### src/ipic_pkg_note_placeholder_never_used.sv
// this file holds no code

### src/ipic_pkg.sv
// package: register map, field layout, reset values and carriers
//
// Overview of operation
// - mode field 00 selects mode 0, 10 selects mode 2; 01, 11 prohibited
// - nonmaskable edge select: 0 falling edge, 1 rising edge raises request
// - manual reset select bit: 0 disables, 1 enables manual reset input
// - ram enable bit: 0 disables, 1 enables the on-chip ram
// - each priority register holds two 3-bit fields, bits 6:4 and 2:0
// - field 111 gives level 7 highest, 000 level 0 lowest, linear between
// - after reset every priority field reads level 7
// - one independent request enable per external pin, pins 7 to 0
// - sense registers high and low choose each pin's request condition
// - both-edge sense raises a request on every rising and falling edge
// - a detected pin condition sets that pin's flag in request status; the code sets it only for pins whose request enable is 1
// - requests from a pin with enable 0 are blocked, enable 1 passed
// - pin 0 sense bits 11 in low sense register select both edges
// - a flag reads 0 until its condition is seen; all reset to 0
package ipic_pkg;

    // register indices; byte address is four times the index
    localparam logic [29:0] IDX_SYSTEM_CONTROL = 30'h00fffde5;
    localparam logic [29:0] IDX_PRIO_A         = 30'h00fffec0;
    localparam logic [29:0] IDX_PRIO_B         = 30'h00fffec1;
    localparam logic [29:0] IDX_PRIO_C         = 30'h00fffec2;
    localparam logic [29:0] IDX_PRIO_D         = 30'h00fffec3;
    localparam logic [29:0] IDX_SENSE_HIGH     = 30'h00fffe12;
    localparam logic [29:0] IDX_SENSE_LOW      = 30'h00fffe13;
    localparam logic [29:0] IDX_PIN_ENABLE     = 30'h00fffe14;
    localparam logic [29:0] IDX_PIN_STATUS     = 30'h00fffe15;
    localparam logic [29:0] IDX_EVENT_STATUS   = 30'h00fffe20;
    localparam logic [29:0] IDX_EVENT_MASK     = 30'h00fffe21;

    // system control field positions
    localparam int SC_MODE_HI  = 5;
    localparam int SC_MODE_LO  = 4;
    localparam int SC_NMI_EDGE = 3;
    localparam int SC_MRST_EN  = 2;
    localparam int SC_RAM_EN   = 0;
    localparam logic [7:0] SC_WMASK = 8'h3d;
    localparam logic [7:0] SC_RESET = 8'h01;

    // interrupt control modes
    localparam logic [1:0] MODE_0 = 2'h0;
    localparam logic [1:0] MODE_2 = 2'h2;

    // priority fields
    localparam int PRIO_HI_LSB = 4;
    localparam int PRIO_LO_LSB = 0;
    localparam logic [7:0] PRIO_WMASK = 8'h77;
    localparam logic [7:0] PRIO_RESET = 8'h77;

    // pin sense codes, two bits per pin
    localparam logic [1:0] SENSE_LOW_LEVEL = 2'h0;
    localparam logic [1:0] SENSE_FALL      = 2'h1;
    localparam logic [1:0] SENSE_RISE      = 2'h2;
    localparam logic [1:0] SENSE_BOTH      = 2'h3;

    // event status bits
    localparam int EV_NMI      = 0;
    localparam int EV_PIN      = 1;
    localparam int EV_BAD_MODE = 2;
    localparam int EV_W        = 3;

    localparam logic [7:0] REG8_ZERO = 8'h00;
    localparam logic [1:0] HTRANS_NONSEQ_BIT = 2'h2;

    // request presented to the core
    typedef struct packed {
        logic       valid;
        logic [2:0] src;
        logic [2:0] level;
    } ipic_req_t;

    // captured ahb address phase
    typedef struct packed {
        logic        write;
        logic [29:0] idx;
    } ipic_cmd_t;

endpackage

### src/ipic_pin_sense.sv
// pin synchroniser, glitch filter and sense-condition detector
`timescale 1ns/1ps
`default_nettype none
module ipic_pin_sense #(
    parameter int N = 8
) (
    // clock and reset
    input  wire logic           clk,
    input  wire logic           rst,
    // raw pins and per-pin sense codes
    input  wire logic [N-1:0]   pin,
    input  wire logic [2*N-1:0] sense,
    // filtered level and detect: a one-cycle pulse per edge, held while a low-level pin stays low
    output logic      [N-1:0]   level,
    output logic      [N-1:0]   detect
);
    logic [N-1:0] s1_r;
    logic [N-1:0] s2_r;
    logic [N-1:0] s3_r;
    logic [N-1:0] stable_r;
    logic [N-1:0] stable_nxt;

    // three stages; pins idle high, so reset to ones
    always_ff @(posedge clk) begin
        if (rst) begin
            s1_r     <= '1;
            s2_r     <= '1;
            s3_r     <= '1;
            stable_r <= '1;
        end else begin
            s1_r     <= pin;
            s2_r     <= s1_r;
            s3_r     <= s2_r;
            stable_r <= stable_nxt;
        end
    end

    // a change counts only once stages two and three agree
    always_comb begin
        stable_nxt = (s2_r & s3_r) | (stable_r & (s2_r | s3_r));
    end

    assign level = stable_r;

    // decode each pin's condition
    always_comb begin
        detect = '0;
        for (int i = 0; i < N; i++) begin
            case (sense[2*i +: 2])
                ipic_pkg::SENSE_LOW_LEVEL: detect[i] = ~stable_r[i];
                ipic_pkg::SENSE_FALL:
                    detect[i] = stable_r[i] & ~stable_nxt[i];
                ipic_pkg::SENSE_RISE:
                    detect[i] = ~stable_r[i] & stable_nxt[i];
                ipic_pkg::SENSE_BOTH:
                    detect[i] = stable_r[i] ^ stable_nxt[i];
                default: detect[i] = 1'b0;
            endcase
        end
    end
endmodule
`default_nettype wire

### src/ipic_prio_resolve.sv
// picks the pending request of highest level
`timescale 1ns/1ps
`default_nettype none
module ipic_prio_resolve #(
    parameter int N = 8
) (
    // pending requests and 3-bit levels, source i at [3i+2:3i]
    input  wire logic [N-1:0]   pend,
    input  wire logic [3*N-1:0] levels,
    input  wire logic           use_levels,
    // winner
    output ipic_pkg::ipic_req_t win
);
    logic [2:0] lvl;
    logic [2:0] eff;
    logic [2:0] best;

    // scan from the top so lower indices win ties
    always_comb begin
        win  = '0;
        best = 3'h0;
        lvl  = 3'h0;
        eff  = 3'h0;
        for (int i = N - 1; i >= 0; i--) begin
            lvl = levels[3*i +: 3];
            // mode 0 ignores levels: order alone decides
            eff = use_levels ? lvl : 3'h0;
            if (pend[i] && (!win.valid || eff >= best)) begin
                win.valid = 1'b1;
                win.src   = 3'(i);
                win.level = lvl;
                best      = eff;
            end
        end
    end
endmodule
`default_nettype wire

### src/ipic_top.sv
// external pin interrupt controller with ahb-lite register slave
`timescale 1ns/1ps
`default_nettype none
module ipic_top #(
    parameter int NPIN = 8
) (
    // clock and reset
    input  wire logic        clk,
    input  wire logic        rst,
    // ahb-lite slave
    input  wire logic        hsel,
    input  wire logic [31:0] haddr,
    input  wire logic [1:0]  htrans,
    input  wire logic        hwrite,
    input  wire logic [2:0]  hsize,
    input  wire logic [31:0] hwdata,
    input  wire logic        hready,
    output logic      [31:0] hrdata,
    output logic             hreadyout,
    output logic             hresp,
    // pins
    input  wire logic [7:0]  ext_request_pin,
    input  wire logic        nonmask_pin,
    input  wire logic        manual_reset_pin,
    // to the core
    output logic             core_req_valid,
    output logic      [2:0]  core_req_src,
    output logic      [2:0]  core_req_level,
    output logic             nonmask_req,
    output logic      [1:0]  int_mode,
    output logic             manual_reset_out,
    output logic             onchip_ram_enable,
    // interrupt line
    output logic             irq
);
    logic [7:0]           system_control_r;
    logic [7:0]           prio_r [4];
    logic [7:0]           pin_sense_high_r;
    logic [7:0]           pin_sense_low_r;
    logic [7:0]           pin_request_enable_r;
    logic [7:0]           pin_request_status_r;
    logic [7:0]           flag_seen_r;
    logic [ipic_pkg::EV_W-1:0] ev_status_r;
    logic [ipic_pkg::EV_W-1:0] ev_mask_r;
    logic [ipic_pkg::EV_W-1:0] ev_set;

    ipic_pkg::ipic_cmd_t  cmd_r;
    logic                 wr_pend_r;
    logic                 rd_pend_r;
    logic [31:0]          hrdata_r;
    logic                 hreadyout_r;
    logic [7:0]           rd_mux;
    logic [7:0]           wdat;
    logic                 take;

    logic [9:0]           pin_level;
    logic [9:0]           pin_detect;
    logic [19:0]          sense_all;
    logic [23:0]          levels;
    ipic_pkg::ipic_req_t  win;
    ipic_pkg::ipic_req_t  req_r;
    logic                 nmi_r;
    logic                 mrst_r;
    logic                 irq_r;
    logic [7:0]           pin_set;
    logic [7:0]           pin_clr;

    // true when an access hits register idx
    function automatic logic hit(input ipic_pkg::ipic_cmd_t c,
                                 input logic [29:0] idx);
        hit = (c.idx == idx);
    endfunction

    // masked merge of written data into a register
    function automatic logic [7:0] merge(input logic [7:0] old,
                                         input logic [7:0] data,
                                         input logic [7:0] wmask);
        merge = (old & ~wmask) | (data & wmask);
    endfunction

    assign wdat = hwdata[7:0];
    assign take = hsel & hready & htrans[1];

    // address phase capture; reads get one wait state so a write just
    // before them is already visible in the read data
    always_ff @(posedge clk) begin
        if (rst) begin
            cmd_r       <= '0;
            wr_pend_r   <= 1'b0;
            rd_pend_r   <= 1'b0;
            hreadyout_r <= 1'b1;
        end else begin
            wr_pend_r <= 1'b0;
            if (rd_pend_r) begin
                rd_pend_r   <= 1'b0;
                hreadyout_r <= 1'b1;
            end else if (take) begin
                cmd_r.write <= hwrite;
                cmd_r.idx   <= haddr[31:2];
                wr_pend_r   <= hwrite;
                rd_pend_r   <= ~hwrite;
                hreadyout_r <= hwrite;
            end
        end
    end

    // read multiplexer; unmapped and reserved bits read as zero
    always_comb begin
        rd_mux = ipic_pkg::REG8_ZERO;
        case (1'b1)
            hit(cmd_r, ipic_pkg::IDX_SYSTEM_CONTROL):
                rd_mux = system_control_r;
            hit(cmd_r, ipic_pkg::IDX_PRIO_A):       rd_mux = prio_r[0];
            hit(cmd_r, ipic_pkg::IDX_PRIO_B):       rd_mux = prio_r[1];
            hit(cmd_r, ipic_pkg::IDX_PRIO_C):       rd_mux = prio_r[2];
            hit(cmd_r, ipic_pkg::IDX_PRIO_D):       rd_mux = prio_r[3];
            hit(cmd_r, ipic_pkg::IDX_SENSE_HIGH):   rd_mux = pin_sense_high_r;
            hit(cmd_r, ipic_pkg::IDX_SENSE_LOW):    rd_mux = pin_sense_low_r;
            hit(cmd_r, ipic_pkg::IDX_PIN_ENABLE):
                rd_mux = pin_request_enable_r;
            hit(cmd_r, ipic_pkg::IDX_PIN_STATUS):
                rd_mux = pin_request_status_r;
            hit(cmd_r, ipic_pkg::IDX_EVENT_STATUS):
                rd_mux = {5'h00, ev_status_r};
            hit(cmd_r, ipic_pkg::IDX_EVENT_MASK):
                rd_mux = {5'h00, ev_mask_r};
            default: rd_mux = ipic_pkg::REG8_ZERO;
        endcase
    end

    // read data loaded in the wait cycle
    always_ff @(posedge clk) begin
        if (rst) begin
            hrdata_r <= 32'h00000000;
        end else if (rd_pend_r) begin
            hrdata_r <= {24'h000000, rd_mux};
        end
    end

    // system control; prohibited mode codes keep the old mode
    always_ff @(posedge clk) begin
        if (rst) begin
            system_control_r <= ipic_pkg::SC_RESET;
        end else if (wr_pend_r &&
                     hit(cmd_r, ipic_pkg::IDX_SYSTEM_CONTROL)) begin
            if (wdat[ipic_pkg::SC_MODE_LO]) begin
                system_control_r <= {system_control_r[7:6],
                                     system_control_r[5:4],
                                     wdat[3:0] & ipic_pkg::SC_WMASK[3:0]};
            end else begin
                system_control_r <= merge(system_control_r, wdat,
                                          ipic_pkg::SC_WMASK);
            end
        end
    end

    // priority registers, two fields each
    always_ff @(posedge clk) begin
        if (rst) begin
            for (int i = 0; i < 4; i++) begin
                prio_r[i] <= ipic_pkg::PRIO_RESET;
            end
        end else if (wr_pend_r) begin
            if (hit(cmd_r, ipic_pkg::IDX_PRIO_A))
                prio_r[0] <= merge(prio_r[0], wdat, ipic_pkg::PRIO_WMASK);
            if (hit(cmd_r, ipic_pkg::IDX_PRIO_B))
                prio_r[1] <= merge(prio_r[1], wdat, ipic_pkg::PRIO_WMASK);
            if (hit(cmd_r, ipic_pkg::IDX_PRIO_C))
                prio_r[2] <= merge(prio_r[2], wdat, ipic_pkg::PRIO_WMASK);
            if (hit(cmd_r, ipic_pkg::IDX_PRIO_D))
                prio_r[3] <= merge(prio_r[3], wdat, ipic_pkg::PRIO_WMASK);
        end
    end

    // pin enable and sense registers
    always_ff @(posedge clk) begin
        if (rst) begin
            pin_request_enable_r <= ipic_pkg::REG8_ZERO;
            pin_sense_high_r     <= ipic_pkg::REG8_ZERO;
            pin_sense_low_r      <= ipic_pkg::REG8_ZERO;
        end else if (wr_pend_r) begin
            if (hit(cmd_r, ipic_pkg::IDX_PIN_ENABLE))
                pin_request_enable_r <= wdat;
            if (hit(cmd_r, ipic_pkg::IDX_SENSE_HIGH))
                pin_sense_high_r <= wdat;
            if (hit(cmd_r, ipic_pkg::IDX_SENSE_LOW))
                pin_sense_low_r <= wdat;
        end
    end

    // pins 0-7 sense from the pair, nmi by its edge bit, reset pin level
    always_comb begin
        // pin 0 code at low register bits 1:0
        sense_all[15:0] = {pin_sense_high_r, pin_sense_low_r};
        // edge select picks falling or rising
        sense_all[17:16] = system_control_r[ipic_pkg::SC_NMI_EDGE] ?
                           ipic_pkg::SENSE_RISE : ipic_pkg::SENSE_FALL;
        sense_all[19:18] = ipic_pkg::SENSE_LOW_LEVEL;
    end

    ipic_pin_sense #(
        .N      (10)
    ) u_sense (
        .clk    (clk),
        .rst    (rst),
        .pin    ({manual_reset_pin, nonmask_pin, ext_request_pin}),
        .sense  (sense_all),
        .level  (pin_level),
        .detect (pin_detect)
    );

    // flag set and clear terms
    always_comb begin
        // disabled pins never raise a flag
        pin_set = pin_detect[7:0] & pin_request_enable_r;
        pin_clr = 8'h00;
        if (wr_pend_r && hit(cmd_r, ipic_pkg::IDX_PIN_STATUS)) begin
            // write 0 clears only flags already read as 1
            pin_clr = ~wdat & flag_seen_r;
        end
    end

    // request flags; a new detect beats a clear in the same cycle
    always_ff @(posedge clk) begin
        if (rst) begin
            pin_request_status_r <= ipic_pkg::REG8_ZERO;
            flag_seen_r          <= ipic_pkg::REG8_ZERO;
        end else begin
            pin_request_status_r <= (pin_request_status_r & ~pin_clr) |
                                    pin_set;
            if (rd_pend_r && hit(cmd_r, ipic_pkg::IDX_PIN_STATUS)) begin
                flag_seen_r <= (flag_seen_r & ~pin_clr) |
                               pin_request_status_r;
            end else begin
                flag_seen_r <= flag_seen_r & ~pin_clr;
            end
        end
    end

    // event sources for the interrupt line
    always_comb begin
        ev_set = '0;
        ev_set[ipic_pkg::EV_NMI] = pin_detect[8];
        ev_set[ipic_pkg::EV_PIN] = |pin_set;
        ev_set[ipic_pkg::EV_BAD_MODE] = wr_pend_r &&
            hit(cmd_r, ipic_pkg::IDX_SYSTEM_CONTROL) &&
            wdat[ipic_pkg::SC_MODE_LO];
    end

    // sticky event status, write one to clear, set wins
    always_ff @(posedge clk) begin
        if (rst) begin
            ev_status_r <= '0;
            ev_mask_r   <= '0;
        end else begin
            if (wr_pend_r && hit(cmd_r, ipic_pkg::IDX_EVENT_STATUS)) begin
                ev_status_r <= (ev_status_r & ~wdat[ipic_pkg::EV_W-1:0]) |
                               ev_set;
            end else begin
                ev_status_r <= ev_status_r | ev_set;
            end
            if (wr_pend_r && hit(cmd_r, ipic_pkg::IDX_EVENT_MASK)) begin
                ev_mask_r <= wdat[ipic_pkg::EV_W-1:0];
            end
        end
    end

    // pin i level in prio register i/2, even pin in the high field
    always_comb begin
        for (int i = 0; i < NPIN; i++) begin
            // field code is the level itself
            levels[3*i +: 3] = (i % 2 == 0) ?
                prio_r[i/2][ipic_pkg::PRIO_HI_LSB +: 3] :
                prio_r[i/2][ipic_pkg::PRIO_LO_LSB +: 3];
        end
    end

    ipic_prio_resolve #(
        .N          (NPIN)
    ) u_resolve (
        .pend       (pin_request_status_r & pin_request_enable_r),
        .levels     (levels),
        .use_levels (system_control_r[5:4] == ipic_pkg::MODE_2),
        .win        (win)
    );

    // registered outputs to the core
    always_ff @(posedge clk) begin
        if (rst) begin
            req_r  <= '0;
            nmi_r  <= 1'b0;
            mrst_r <= 1'b0;
            irq_r  <= 1'b0;
        end else begin
            req_r  <= win;
            nmi_r  <= ev_status_r[ipic_pkg::EV_NMI];
            // reset pin only passes when enabled
            mrst_r <= system_control_r[ipic_pkg::SC_MRST_EN] &
                      ~pin_level[9];
            irq_r  <= |(ev_status_r & ev_mask_r);
        end
    end

    assign hrdata            = hrdata_r;
    assign hreadyout         = hreadyout_r;
    assign hresp             = 1'b0;
    assign core_req_valid    = req_r.valid;
    assign core_req_src      = req_r.src;
    assign core_req_level    = req_r.level;
    assign nonmask_req       = nmi_r;
    assign int_mode          = system_control_r[5:4];
    assign manual_reset_out  = mrst_r;
    // ram enable bit drives the ram
    assign onchip_ram_enable = system_control_r[ipic_pkg::SC_RAM_EN];
    assign irq               = irq_r;
endmodule
`default_nettype wire

### config.mk
export PLATFORM = sky130hd
export DESIGN_NAME = ipic_top
export DESIGN_NICKNAME = d
export VERILOG_FILES = /design/src/ipic_pkg_note_placeholder_never_used.sv /design/src/ipic_pkg.sv /design/src/ipic_pin_sense.sv /design/src/ipic_prio_resolve.sv /design/src/ipic_top.sv
export SDC_FILE = /design/constraint.sdc
export NUM_CORES = 1
export LEC_CHECK = 0
export BUFFER_PORTS_ARGS = -buffer_cell sky130_fd_sc_hd__buf_2
export CORE_MARGIN = 2
export CORE_UTILIZATION = 41
export DETAILED_ROUTE_END_ITERATION = 10
export GPL_TIMING_DRIVEN = 0
export MAX_ROUTING_LAYER = met4
export PLACE_DENSITY_LB_ADDON = 0.3
export REMOVE_ABC_BUFFERS = 1
export SLEW_MARGIN = 30
export SYNTH_ARGS = -nofsm -noshare
export SYNTH_HDL_FRONTEND = slang
export SYNTH_SLANG_ARGS = --single-unit
### constraint.sdc
create_clock -name clk -period 15.6 [get_ports clk]
set_clock_uncertainty 0.2 [all_clocks]
set_input_delay 2.34 -clock clk [delete_from_list [all_inputs] [get_ports clk]]
set_output_delay 2.34 -clock clk [all_outputs]
set_load 0.05 [all_outputs]
==> results by group, run 1 <==
Yosys
  – Mapped Area: about 0.0084 mm2
  – Synth Area in Compound Gates: between 10% and 20%
  – Synth Flop Type: dfxtp_1
  – Synthesized flop and latch total: roughly 170
  – Gate Count Post-Synth: 1004
  – Share of flip-flops with an asynchronous set or reset: 0%
  – Simple-Gate Fraction of Synth Area: around 29%
  – Largest family of logic cells by synthesized area: simple AND/OR/NAND/NOR gates
  – Synth area leader: dfxtp_1
  – Post-synth EDFFs: 24
  – Register area share after synthesis: about 43%
  – Post-Synth XOR/XNOR Area: 0%
  – Synth Area per Inst: between 8 and 9 um2
  – Mux share of post-synthesis cell area: about 2.6%
  – Top cells by area, synth: dfxtp_1 (34%), nand2_1 (8.8%), edfxtp_1 (8.6%)
  – Library cells used by synthesis: between 70 and 80
  – Yosys warnings: 0
  – Adder-Cell Fraction of Synth Area: around 3%
  – Synth top area share: about a third

Drt
  – Via count: ~7500
  – DRT iter0 DRCs: ~770
  – Routed wire length: ~23000 um
  – DRT Pass-1 Iters: 6
  – Antenna viol nets, final: 0
  – Wire length per cell: 17.63 um
  – DR DRC count: 0
  – Vias per cell: 5.621

Clock tree
  – CTS Buf Count: 17
  – CTS root buffer: clkbuf_16
  – Htree depth: 4
  – CTS Sinks: 166
  – Clock buffer depth: 2
  – CTS tree: built
  – CTS Hold Bufs: 0
  – Clock Latency Late Sink: between 0.4 and 0.5 ns
  – Post_cts resized: 0
  – Post-CTS setup buffers: 0
  – Worst-path clk slew: roughly 0.070 ns

Flow run
  – Max Cap Viol: 0

Timing
  – Final Hold Fails: 0
  – Min cycle time layout: roughly 13 ns
  – Period utilization: a little over four fifths
  – Count of final setup violators: 0
  – RSZ-0062 raised after global routing: no
  – Fin Hold WS: roughly 0.2 ns
  – Peak Freq: roughly 76 MHz
  – Worst-margin pin slew: 0.9169 ns
  – Rel. slew slack: 37.91%
  – Slew Viols, Final: 0
  – Setup TNS: 0 ns

Global routing
  – Largest net degree at the start of global routing: a little under 90
  – GR Overflow Total: 0
  – Vias in the first global route: between 7000 and 8000
  – First-pass GRT wire length: around 37000 um
  – Gr usage total: a little under a quarter
  – Initial antenna violation count: 0

Worst setup path
  – CP Data Required Time: 15.74 ns
  – Setup crit end kind: flop
  – Critical path class: flop to flop
  – Critical Path Source Type: flop
  – CP max-delay cell: o311ai_1
  – Critical path arrival: 13.24 ns
  – Reg2reg setup slack: approximately 2.5 ns
  – CP dominant cell by count: ha_1
  – Worst-path fanout max: 32
  – Max stage delay on crit path: around 0.76 ns

Final layout
  – Final cell count without fillers: 1330
  – Fin nets: approximately 1200
  – # diodes: 0
  – Ratio of cells with drive above 1 in the final layout: approximately 17%
  – Design area: about 0.0095 mm2
  – Area Overhead vs Synth: 13.02%

Placed design
  – PortBufs: between 70 and 80
  – Placer congestion estimate: roughly 0.93
  – Placed inst area: 0.008822 mm2
  – DPL Wire Length: 16870 um
  – Placed instance count: around 1300

Floorplan
  – Core ar.: 0.02017 mm2
  – # rows: 52
  – Starting Density: around 42%
  – Die Area: around 0.022 mm2
  – Num ports: 131
  – Die height: ~150 um
  – Die Width: roughly 150 um

Power
  – IR drop worst, VDD: 0.07202 mV
  – Pwr per Cell Area: roughly 100 mW/mm2
  – P_leak: ~3.3 nW

Hold path
  – Worst hold path class: flop to flop

Outcome
  – Status: finished, final reports clean
-- Yosys cell counts (4+ instances only) --
cell type / number
o31ai_1: 9
a32oi_1: 5
o22ai_1: 4
a211oi_1: 5
buf_1: 5
or2_2: 37
o2111ai_1: 4
clkbuf_1: 34
inv_1: 16
a22oi_1: 5
buf_4: 27
a21oi_1: 104
mux2i_1: 13
ha_1: 20
nor2_1: 63
and2_1: 18
a31oi_1: 13
nand2_1: 197
nor2b_1: 12
mux2_2: 8
nor3b_1: 7
buf_2: 8
nand3_1: 32
nor3_1: 14
nand4_1: 18
o21ai_0: 43
edfxtp_1: 24
o211ai_1: 5
nor4_1: 5
and3_1: 13
dfxtp_1: 142
nand2b_1: 18
-- through the flow --
| step | utilization (%) | worst slack [ns] | power (W) |
|---|---|---|---|
| finish | 46.95 | 2.497 | 0.0009444 |
| global route | 46.95 | 1.548 | 0.0009731 |
| CTS | 46.89 | 2.420 | 0.0009507 |
| detailed placement | 43.74 | 2.428 | 0.0005046 |
| global placement | 43.48 | 0.8853 | 0.0005030 |
| floorplan | - | 3.001 | 0.0004819 |
-- path summary, 6_finish.rpt --
path | startpoint | endpoint | cells past startpoint
setup / recovery | system_control_r[5] | core_req_level[0] | 47
hold / removal | u_sense.s1_r[2] | u_sense.s2_r[2] | 1
hold reg to reg | u_sense.s1_r[2] | u_sense.s2_r[2] | 1
setup reg to reg | system_control_r[5] | core_req_level[0] | 47
-- area by class of cell --
class                           instances  area, um2
Clock buffer                           18      450.4
Clock inverter                         14      183.9
Fill cell                            2047      10700
Inverter                               18      67.56
Multi-Input combinational cell        768       4456
Sequential cell                       166       3565
Tap cell                              270      337.8
Timing Repair Buffer                   76      409.1
-- worst max-delay path, delay by kind of cell, from the launching register on --
family	cells	cell delay [ns]
flip-flops	1	0.51
adder cells (fa/ha/maj)	7	1.88
AND/OR/NAND/NOR	22	4.21
multiplexers	3	0.86
AO/OA/AOI/OAI	15	5.39
-- kinds of logic after synthesis --
group	count (synthesis)
multiplexers	21
adder cells (fa/ha/maj)	20
flip-flops	166
buffers and inverters	94
other	1
AND/OR/NAND/NOR	466
AO/OA/AOI/OAI	236
-- sequential cells by signal (all words and copies together) (netlist names), 10 cells and up --
| name | count |
|---|---|
| u_sense.level | 10 |
| cmd_r | 30 |
| u_sense.s3_r | 10 |
| u_sense.s1_r | 10 |
| u_sense.s2_r | 10 |
| prio_r | 24 |
-- routing by layer --
layer | vias up | share of wire (%) | global-route usage, %
met5 | - | 0 | -
met4 | 0 | 2.2 | 7.596
met3 | 46 | 6.2 | 4.130
met2 | 274 | 47 | 36.38
met1 | 3546 | 45 | 29.11
li1 | 3610 | - | -
-- where the power goes --
group	switching (W)	internal (W)
combinational	0.0000363	0.0000127
sequential	0.00000647	0.000440
clock	0.000183	0.000266
-- cells in the final DEF (no fill, tap or decap), drive strengths merged, types with 19 or more instances in the layout --
master / instances
nand2: 197
dfxtp: 142
a21oi: 104
buf: 76
nor2: 64
o21ai: 43
or2: 37
nand3: 33
conb: 25
edfxtp: 24
inv: 24
ha: 20
nand4: 19
No activity file was read; power rests on OpenSTA's default activity.
==> inputs of run 2 (changes only) <==
Settings changed: ABC_AREA set to 1.
Clock period 15.6 ns to 13.5 ns, I/O delays scaled along.
==> run 2 against run 1 <==
Net effect:
- final cell count up 7.1%
- first-iteration DRC count decreased by 28%
- wire length shrank 7.9%
- combinational power grew 23%
- synthesized cell count increased by 8.5%
- sequential power rose by 16%
- clock power up 6.5%
- fmax rose by 39%
- sequential share of layout area is 0.72 points higher
- utilization increased by 0.46 points
- die area shrank 1.7%
- cell area shrank 1.9%
- critical path type unchanged
- largest power group is now registers
==> results by group, run 2 <==
Yosys
  – Mapped Area: 0.008235 mm2 (-1.7%)
  – Yosys warnings: 0 (unchanged)
  – Synth Flop Type: dfxtp_1
  – Share of flip-flops with an asynchronous set or reset: 0% (unchanged)
  – Top cells by area, synth: dfxtp_1 (35%), nand2_1 (9.4%), edfxtp_1 (8.8%)
  – Commonest cells in the netlist: nand2_1 (207), dfxtp_1 (142), nor2_1 (136), nand3_1 (94), inv_1 (89)
  – Synth top area share: 34.52% (+0.59 points)
  – Synthesized flop and latch total: 166 (unchanged)
  – Gate Count Post-Synth: 1089 (+8.5%)
  – Register area share after synthesis: 43.27% (+0.74 points)
  – Synth Area per Inst: 7.562 um2 (-9.4%)
  – Synth area leader: dfxtp_1
  – Post-synth EDFFs: 24 (unchanged)
  – Most frequent cell after synthesis: nand2_1
  – Library cells used by synthesis: 48 (-38%)

Drt
  – Routed wire length: 21600 um (-7.9%)
  – Wire length per cell: 15.17 um (-14%)
  – Via count: 7368 (-1.4%)
  – DRT Pass-1 Iters: 5 (-1)
  – DRT iter0 DRCs: 550 (-28%)
  – DR DRC count: 0 (unchanged)
  – Vias per cell: 5.174 (-8.0%)
  – Antenna viol nets, final: 0 (unchanged)

Timing
  – Period utilization: 69.96% (-14 points)
  – Worst-margin pin slew: 0.8821 ns (-0.03482 ns)
  – Final setup margin: 4.056 ns (+1.559 ns)
  – Peak Freq: 105.9 MHz (+39%)
  – RSZ-0062 raised after global routing: no
  – Rel. slew slack: 40.57% (+2.7 points)
  – Final Hold Fails: 0 (unchanged)
  – Min cycle time layout: 9.444 ns (-3.659 ns)
  – Fin Hold WS: 0.2051 ns (+0.001221 ns)
  – Count of final setup violators: 0 (unchanged)
  – Setup TNS: 0 ns (unchanged)
  – Slew Viols, Final: 0 (unchanged)

Power
  – IR drop worst, VDD: 0.09272 mV (+29%)
  – Pwr per Cell Area: 113.6 mW/mm2 (+14%)
  – P_leak: 3.921 nW (+18%)

Clock tree
  – Post_cts resized: 0 (unchanged)
  – CTS tree: built
  – Post-CTS setup buffers: 0 (unchanged)
  – CTS Hold Bufs: 0 (unchanged)
  – CTS Sinks: 166 (unchanged)
  – CTS root buffer: clkbuf_16
  – CTS Buf Count: 17 (unchanged)
  – Htree depth: 4 (unchanged)
  – Clock buffer depth: 2 (unchanged)
  – Clock Latency Late Sink: 0.43 ns (about the same)
  – Worst-path clk slew: 0.07 ns (about the same)

Placed design
  – PortBufs: 75 (unchanged)
  – DP Worst Slack: 4.163 ns (+1.734 ns)
  – DPL Wire Length: 15680 um (-7.1%)
  – Placer congestion estimate: 0.9261 (-0.38%)
  – Placed instance count: 1392 (+7.2%)

Worst setup path
  – Critical path arrival: 9.61 ns (-3.63 ns)
  – CP delay by family, top: simple AND/OR/NAND/NOR gates
  – Critical Path Source Type: flop
  – CP Data Required Time: 13.66 ns (-2.08 ns)
  – Max stage delay on crit path: 0.64 ns (-0.12 ns)
  – Worst-path fanout max: 22 (-31%)
  – CP max-delay cell: nor2_2
  – Critical register-to-register path startpoint: system_control_r[5]
  – Setup crit end kind: flop
  – Critical path class: flop to flop
  – CP startpoint: system_control_r[5]
  – CP dominant cell by count: nand2_1
  – Crit path buffers/inverters: 9 (+9)

Final layout
  – Final cell count without fillers: 1424 (+7.1%)
  – Largest regs: cmd_r x30, prio_r x24
  – Most flops, register: cmd_r
  – Fin nets: 1250 (+8.6%)
  – Largest register FFs: 30 (unchanged)
  – Core Util, Final: 47.41% (+0.46 points)
  – Area Overhead vs Synth: 12.78%
  – Most frequent cells in the layout: nand2_1 (207), dfxtp_1 (142), nor2_1 (135)
  – Leading cell type in the layout, fill and taps excluded: nand2_1
  – Ratio of cells with drive above 1 in the final layout: 17.17% (+0.19 points)
  – # diodes: 0 (unchanged)

Flow run
  – Max Cap Viol: 0 (unchanged)

Global routing
  – Largest net degree at the start of global routing: 67 (-24%)
  – GR Overflow Total: 0 (unchanged)
  – Vias in the first global route: 6714 (-4.4%)
  – Gr usage total: 20.96% (-1.7 points)
  – Initial antenna violation count: 0 (unchanged)
  – First-pass GRT wire length: 34470 um (-7.8%)

Hold path
  – HP Start: u_sense.s1_r[5]
  – Worst hold path class: flop to flop

Floorplan
  – Die Width: 145.7 um (-0.83%)
  – # rows: 51 (-1.9%)
  – Num ports: 131 (unchanged)
  – Starting Density: 42.04% (+0.50 points)
  – Die Area: 0.02124 mm2 (-1.7%)
  – Core ar.: 0.01959 mm2 (-2.9%)
  – Die height: 145.7 um (-0.83%)

Outcome
  – Status: finished, final reports clean
[run 2: cell count changes in the layout (fill, tap and decap cells not counted), moves of 13 or more]
cell	delta
nor2_1	+73
and3_1	-13
a21oi_1	-26
and2_1	-18
nand2b_1	-17
o21ai_0	+22
nand3_1	+62
inv_1	+71
mux2i_1	-13
[run 2: kinds of logic after synthesis]
family	after synthesis	synth area share, %
fa+ha+maj	20	3.039
simple gates	550	31.66
buf+inv	164	8.964
other cells	1	0.04554
compound gates	188	13.02
flops	166	43.27
[run 2: power by group]
group | total, W | internal [W] | switching (W)
Clock | 0.000478 | 0.000275 | 0.000204
Combinational | 0.0000605 | 0.0000145 | 0.0000461
Sequential | 0.000516 | 0.000510 | 0.00000578
Total | 0.00105 | 0.000799 | 0.000255
[run 2: cell type report]
| class | instances | area, um2 |
|---|---|---|
| Clock buffer | 23 | 488.0 |
| Fill cell | 1961 | 10300 |
| Multi-Input combinational cell | 783 | 4031 |
| Sequential cell | 166 | 3563 |
| Tap cell | 265 | 331.6 |
| Clock inverter | 9 | 90.09 |
| Timing Repair Buffer | 76 | 397.9 |
| Inverter | 102 | 385.4 |
[run 2: final timing paths]
| path | to | slack, ns | cells after the start |
|---|---|---|---|
| setup / recovery | core_req_src[2] | 4.06 | 61 |
| hold / removal | u_sense.s2_r[5] | 0.21 | 1 |
| setup reg to reg | core_req_src[2] | 4.06 | 61 |
| hold reg to reg | u_sense.s2_r[5] | 0.21 | 1 |
[run 2: per-stage QoR]
stage | power [W] | cell area (um2)
after floorplan | 0.0005644 | 7970
final | 0.001055 | 9288
after CTS | 0.001060 | 9283
after detailed placement | 0.0005870 | 8705
after global routing | 0.001088 | 9288
after global placement | 0.0005859 | 8677
[run 2: per-layer routing]
| metal | vias to the layer above | global-route usage [%] | wire length [um] |
|---|---|---|---|
| met5 | - | - | 0 |
| met4 | 0 | 8.775 | 541 |
| met3 | 50 | 3.542 | 1230 |
| met2 | 214 | 33.23 | 10170 |
| met1 | 3415 | 26.54 | 9657 |
| li1 | 3689 | - | - |
==> inputs of run 3 (changes only) <==
Clock period 13.5 ns to 9.44 ns, I/O delays scaled along.
==> run 3 against run 2 <==
Net effect:
- worst hold slack worse by 0.00086 ns
- critical path depth stayed put
- power is 43% higher
- setup slack worse by 3.3 ns
- flip-flop and latch count stayed put
- fmax is 9.2% higher
- combinational power is 43% higher
- first-iteration DRC count is 8.0% higher
- non-clock buffer count is 6 higher
- count of clock-buffer cells in the layout stayed put
==> results by group, run 3 (synthesized netlist as in run 2, its figures left out) <==
Outcome
  – Status: finished, final reports clean

Clock tree
  – Clock Latency Late Sink: 0.44 ns (about the same)
  – Clock buffer depth: 2 (unchanged)
  – Htree depth: 4 (unchanged)
  – Worst-path clk slew: 0.07 ns (about the same)
  – CTS Sinks: 166 (unchanged)
  – CTS root buffer: clkbuf_16
  – CTS tree: built
  – CTS Buf Count: 17 (unchanged)

Worst setup path
  – Critical register-to-register path startpoint: system_control_r[5]
  – Max stage delay on crit path: 0.40 ns (-0.24 ns)
  – Worst r2r dst: core_req_src[2]
  – Critical path arrival: 8.82 ns (-0.79 ns)
  – CP Data Required Time: 9.61 ns (-4.05 ns)
  – Worst-path fanout max: 9 (-59%)
  – Critical Path Source Type: flop
  – R2R cell count: 61 (unchanged)
  – Critical path class: flop to flop
  – Crit path buffers/inverters: 8 (-1)
  – Setup crit end kind: flop
  – Reg2reg setup slack: 0.79 ns (-3.27 ns)
  – CP delay by family, top: simple AND/OR/NAND/NOR gates
  – CP max-delay cell: dfxtp_4
  – CP dominant cell by count: nand2_1
  – CP startpoint: system_control_r[5]

Timing
  – Slew Viols, Final: 0 (unchanged)
  – Peak Freq: 115.6 MHz (+9.2%)
  – Worst-margin pin slew: 0.8351 ns (-0.04696 ns)
  – Rel. slew slack: 43.74% (+3.2 points)
  – Count of final setup violators: 0 (unchanged)
  – Final Hold Fails: 0 (unchanged)
  – Final setup margin: 0.7881 ns (-3.268 ns)
  – Period utilization: 91.65% (+22 points)
  – Min cycle time layout: 8.652 ns (-0.7924 ns)

Global routing
  – GR Overflow Total: 0 (unchanged)
  – First-pass GRT wire length: 34470 um (unchanged)
  – Vias in the first global route: 6714 (unchanged)
  – Initial antenna violation count: 0 (unchanged)
  – Largest net degree at the start of global routing: 67 (unchanged)
  – Gr usage total: 20.96% (unchanged)

Final layout
  – Most flops, register: cmd_r
  – Final cell count without fillers: 1431 (+0.49%)
  – Largest regs: cmd_r x30, prio_r x24
  – Fin nets: 1257 (+0.56%)
  – Ratio of cells with drive above 1 in the final layout: 18.61% (+1.4 points)
  – # diodes: 0 (unchanged)
  – Design area: 0.009404 mm2 (+1.3%)
  – Leading cell type in the layout, fill and taps excluded: nand2_1
  – Largest register FFs: 30 (unchanged)
  – Area Overhead vs Synth: 14.19%
  – Most frequent cells in the layout: nand2_1 (206), dfxtp_1 (138), nor2_1 (135)

Floorplan
  – Die Area: 0.02124 mm2 (unchanged)
  – Die Width: 145.7 um (unchanged)
  – Core ar.: 0.01959 mm2 (unchanged)
  – Starting Density: 42.04% (unchanged)
  – Die height: 145.7 um (unchanged)
  – # rows: 51 (unchanged)
  – Num ports: 131 (unchanged)

Drt
  – Vias per cell: 5.191 (+0.32%)
  – Antenna viol nets, final: 0 (unchanged)
  – DRT iter0 DRCs: 594 (+8.0%)
  – DRT Pass-1 Iters: 5 (unchanged)
  – Wire length per cell: 15.21 um (+0.27%)
  – Via count: 7428 (+0.81%)
  – DR DRC count: 0 (unchanged)
  – Routed wire length: 21770 um (+0.76%)

Placed design
  – Placed instance count: 1392 (unchanged)
  – Placed inst area: 0.008705 mm2 (unchanged)
  – Placer congestion estimate: 0.9261 (unchanged)
  – DP Worst Slack: 0.1026 ns (-4.060 ns)
  – PortBufs: 75 (unchanged)
  – DPL Wire Length: 15680 um (unchanged)

Power
  – Pwr per Cell Area: 160.4 mW/mm2 (+41%)
  – P_leak: 3.958 nW (+0.95%)
  – IR drop worst, VDD: 0.1339 mV (+44%)

Flow run
  – Max Cap Viol: 0 (unchanged)

Hold path
  – Worst hold path class: flop to flop
  – HP Start: u_sense.s1_r[5]
  – WHS Path Cells: 1 (unchanged)
  – Hold Path Sink: u_sense.s2_r[5]
## run 3: changes by cell type in the layout (fill, tap and decap cells not counted), moves of 2 or more
cell and delta:
a21oi_2 +2, inv_1 -2, dfxtp_2 +3, dfxtp_1 -4, a21oi_1 -2, inv_2 +2
buf_4 +6
## run 3: worst max path at each step
stage | endpoint | slack [ns] | cells past startpoint
2_1_floorplan | core_req_src[2] | 0.94 | 61
3_3_place_gp | core_req_src[2] | 0.12 | 61
3_5_place_dp | core_req_src[2] | 0.10 | 61
4_1_cts | core_req_src[2] | 0.08 | 61
5_1_grt | core_req_src[2] | -0.03 | 61
6_report | core_req_src[2] | 0.79 | 61
## run 3: repair_timing
item                       4_1_cts  5_1_grt
gates resized for setup          0       18
setup buffers                    0        6
hold buffers                     0        0
setup endpoints to repair        0        7
## run 3: power by group
| group | total (W) | internal [W] | switching (W) |
|---|---|---|---|
| clock network | 0.000684 | 0.000393 | 0.000291 |
| registers | 0.000738 | 0.000729 | 0.00000826 |
| logic | 0.0000867 | 0.0000207 | 0.0000660 |
## run 3: routing by layer
layer,GRT usage [%],share of wire [%]
met1,26.54,45
met2,33.23,47
met3,3.542,4.9
met4,8.775,2.8
met5,-,0
## run 3: area by class of cell
type                       instances  area, um2
sequential                       166       3571
clock inverter                     9      90.09
inverter                         102      385.4
clock buffer                      23      488.0
timing repair buffer              82      442.9
multi-input combinational        784       4095
fill                            1953      10190
tap                              265      331.6
## run 3: metrics by stage
step | total power (W) | util [%] | hold WS (ns) | setup TNS, ns
after floorplan | 0.0008071 | - | 0.1886 | 0
after global placement | 0.0008379 | 44.29 | 0.1903 | 0
after detailed placement | 0.0008395 | 44.43 | 0.1932 | 0
after CTS | 0.001515 | 47.38 | 0.2083 | 0
after global routing | 0.001555 | 48.00 | 0.2177 | -0.07633
final | 0.001508 | 48.00 | 0.2042 | 0
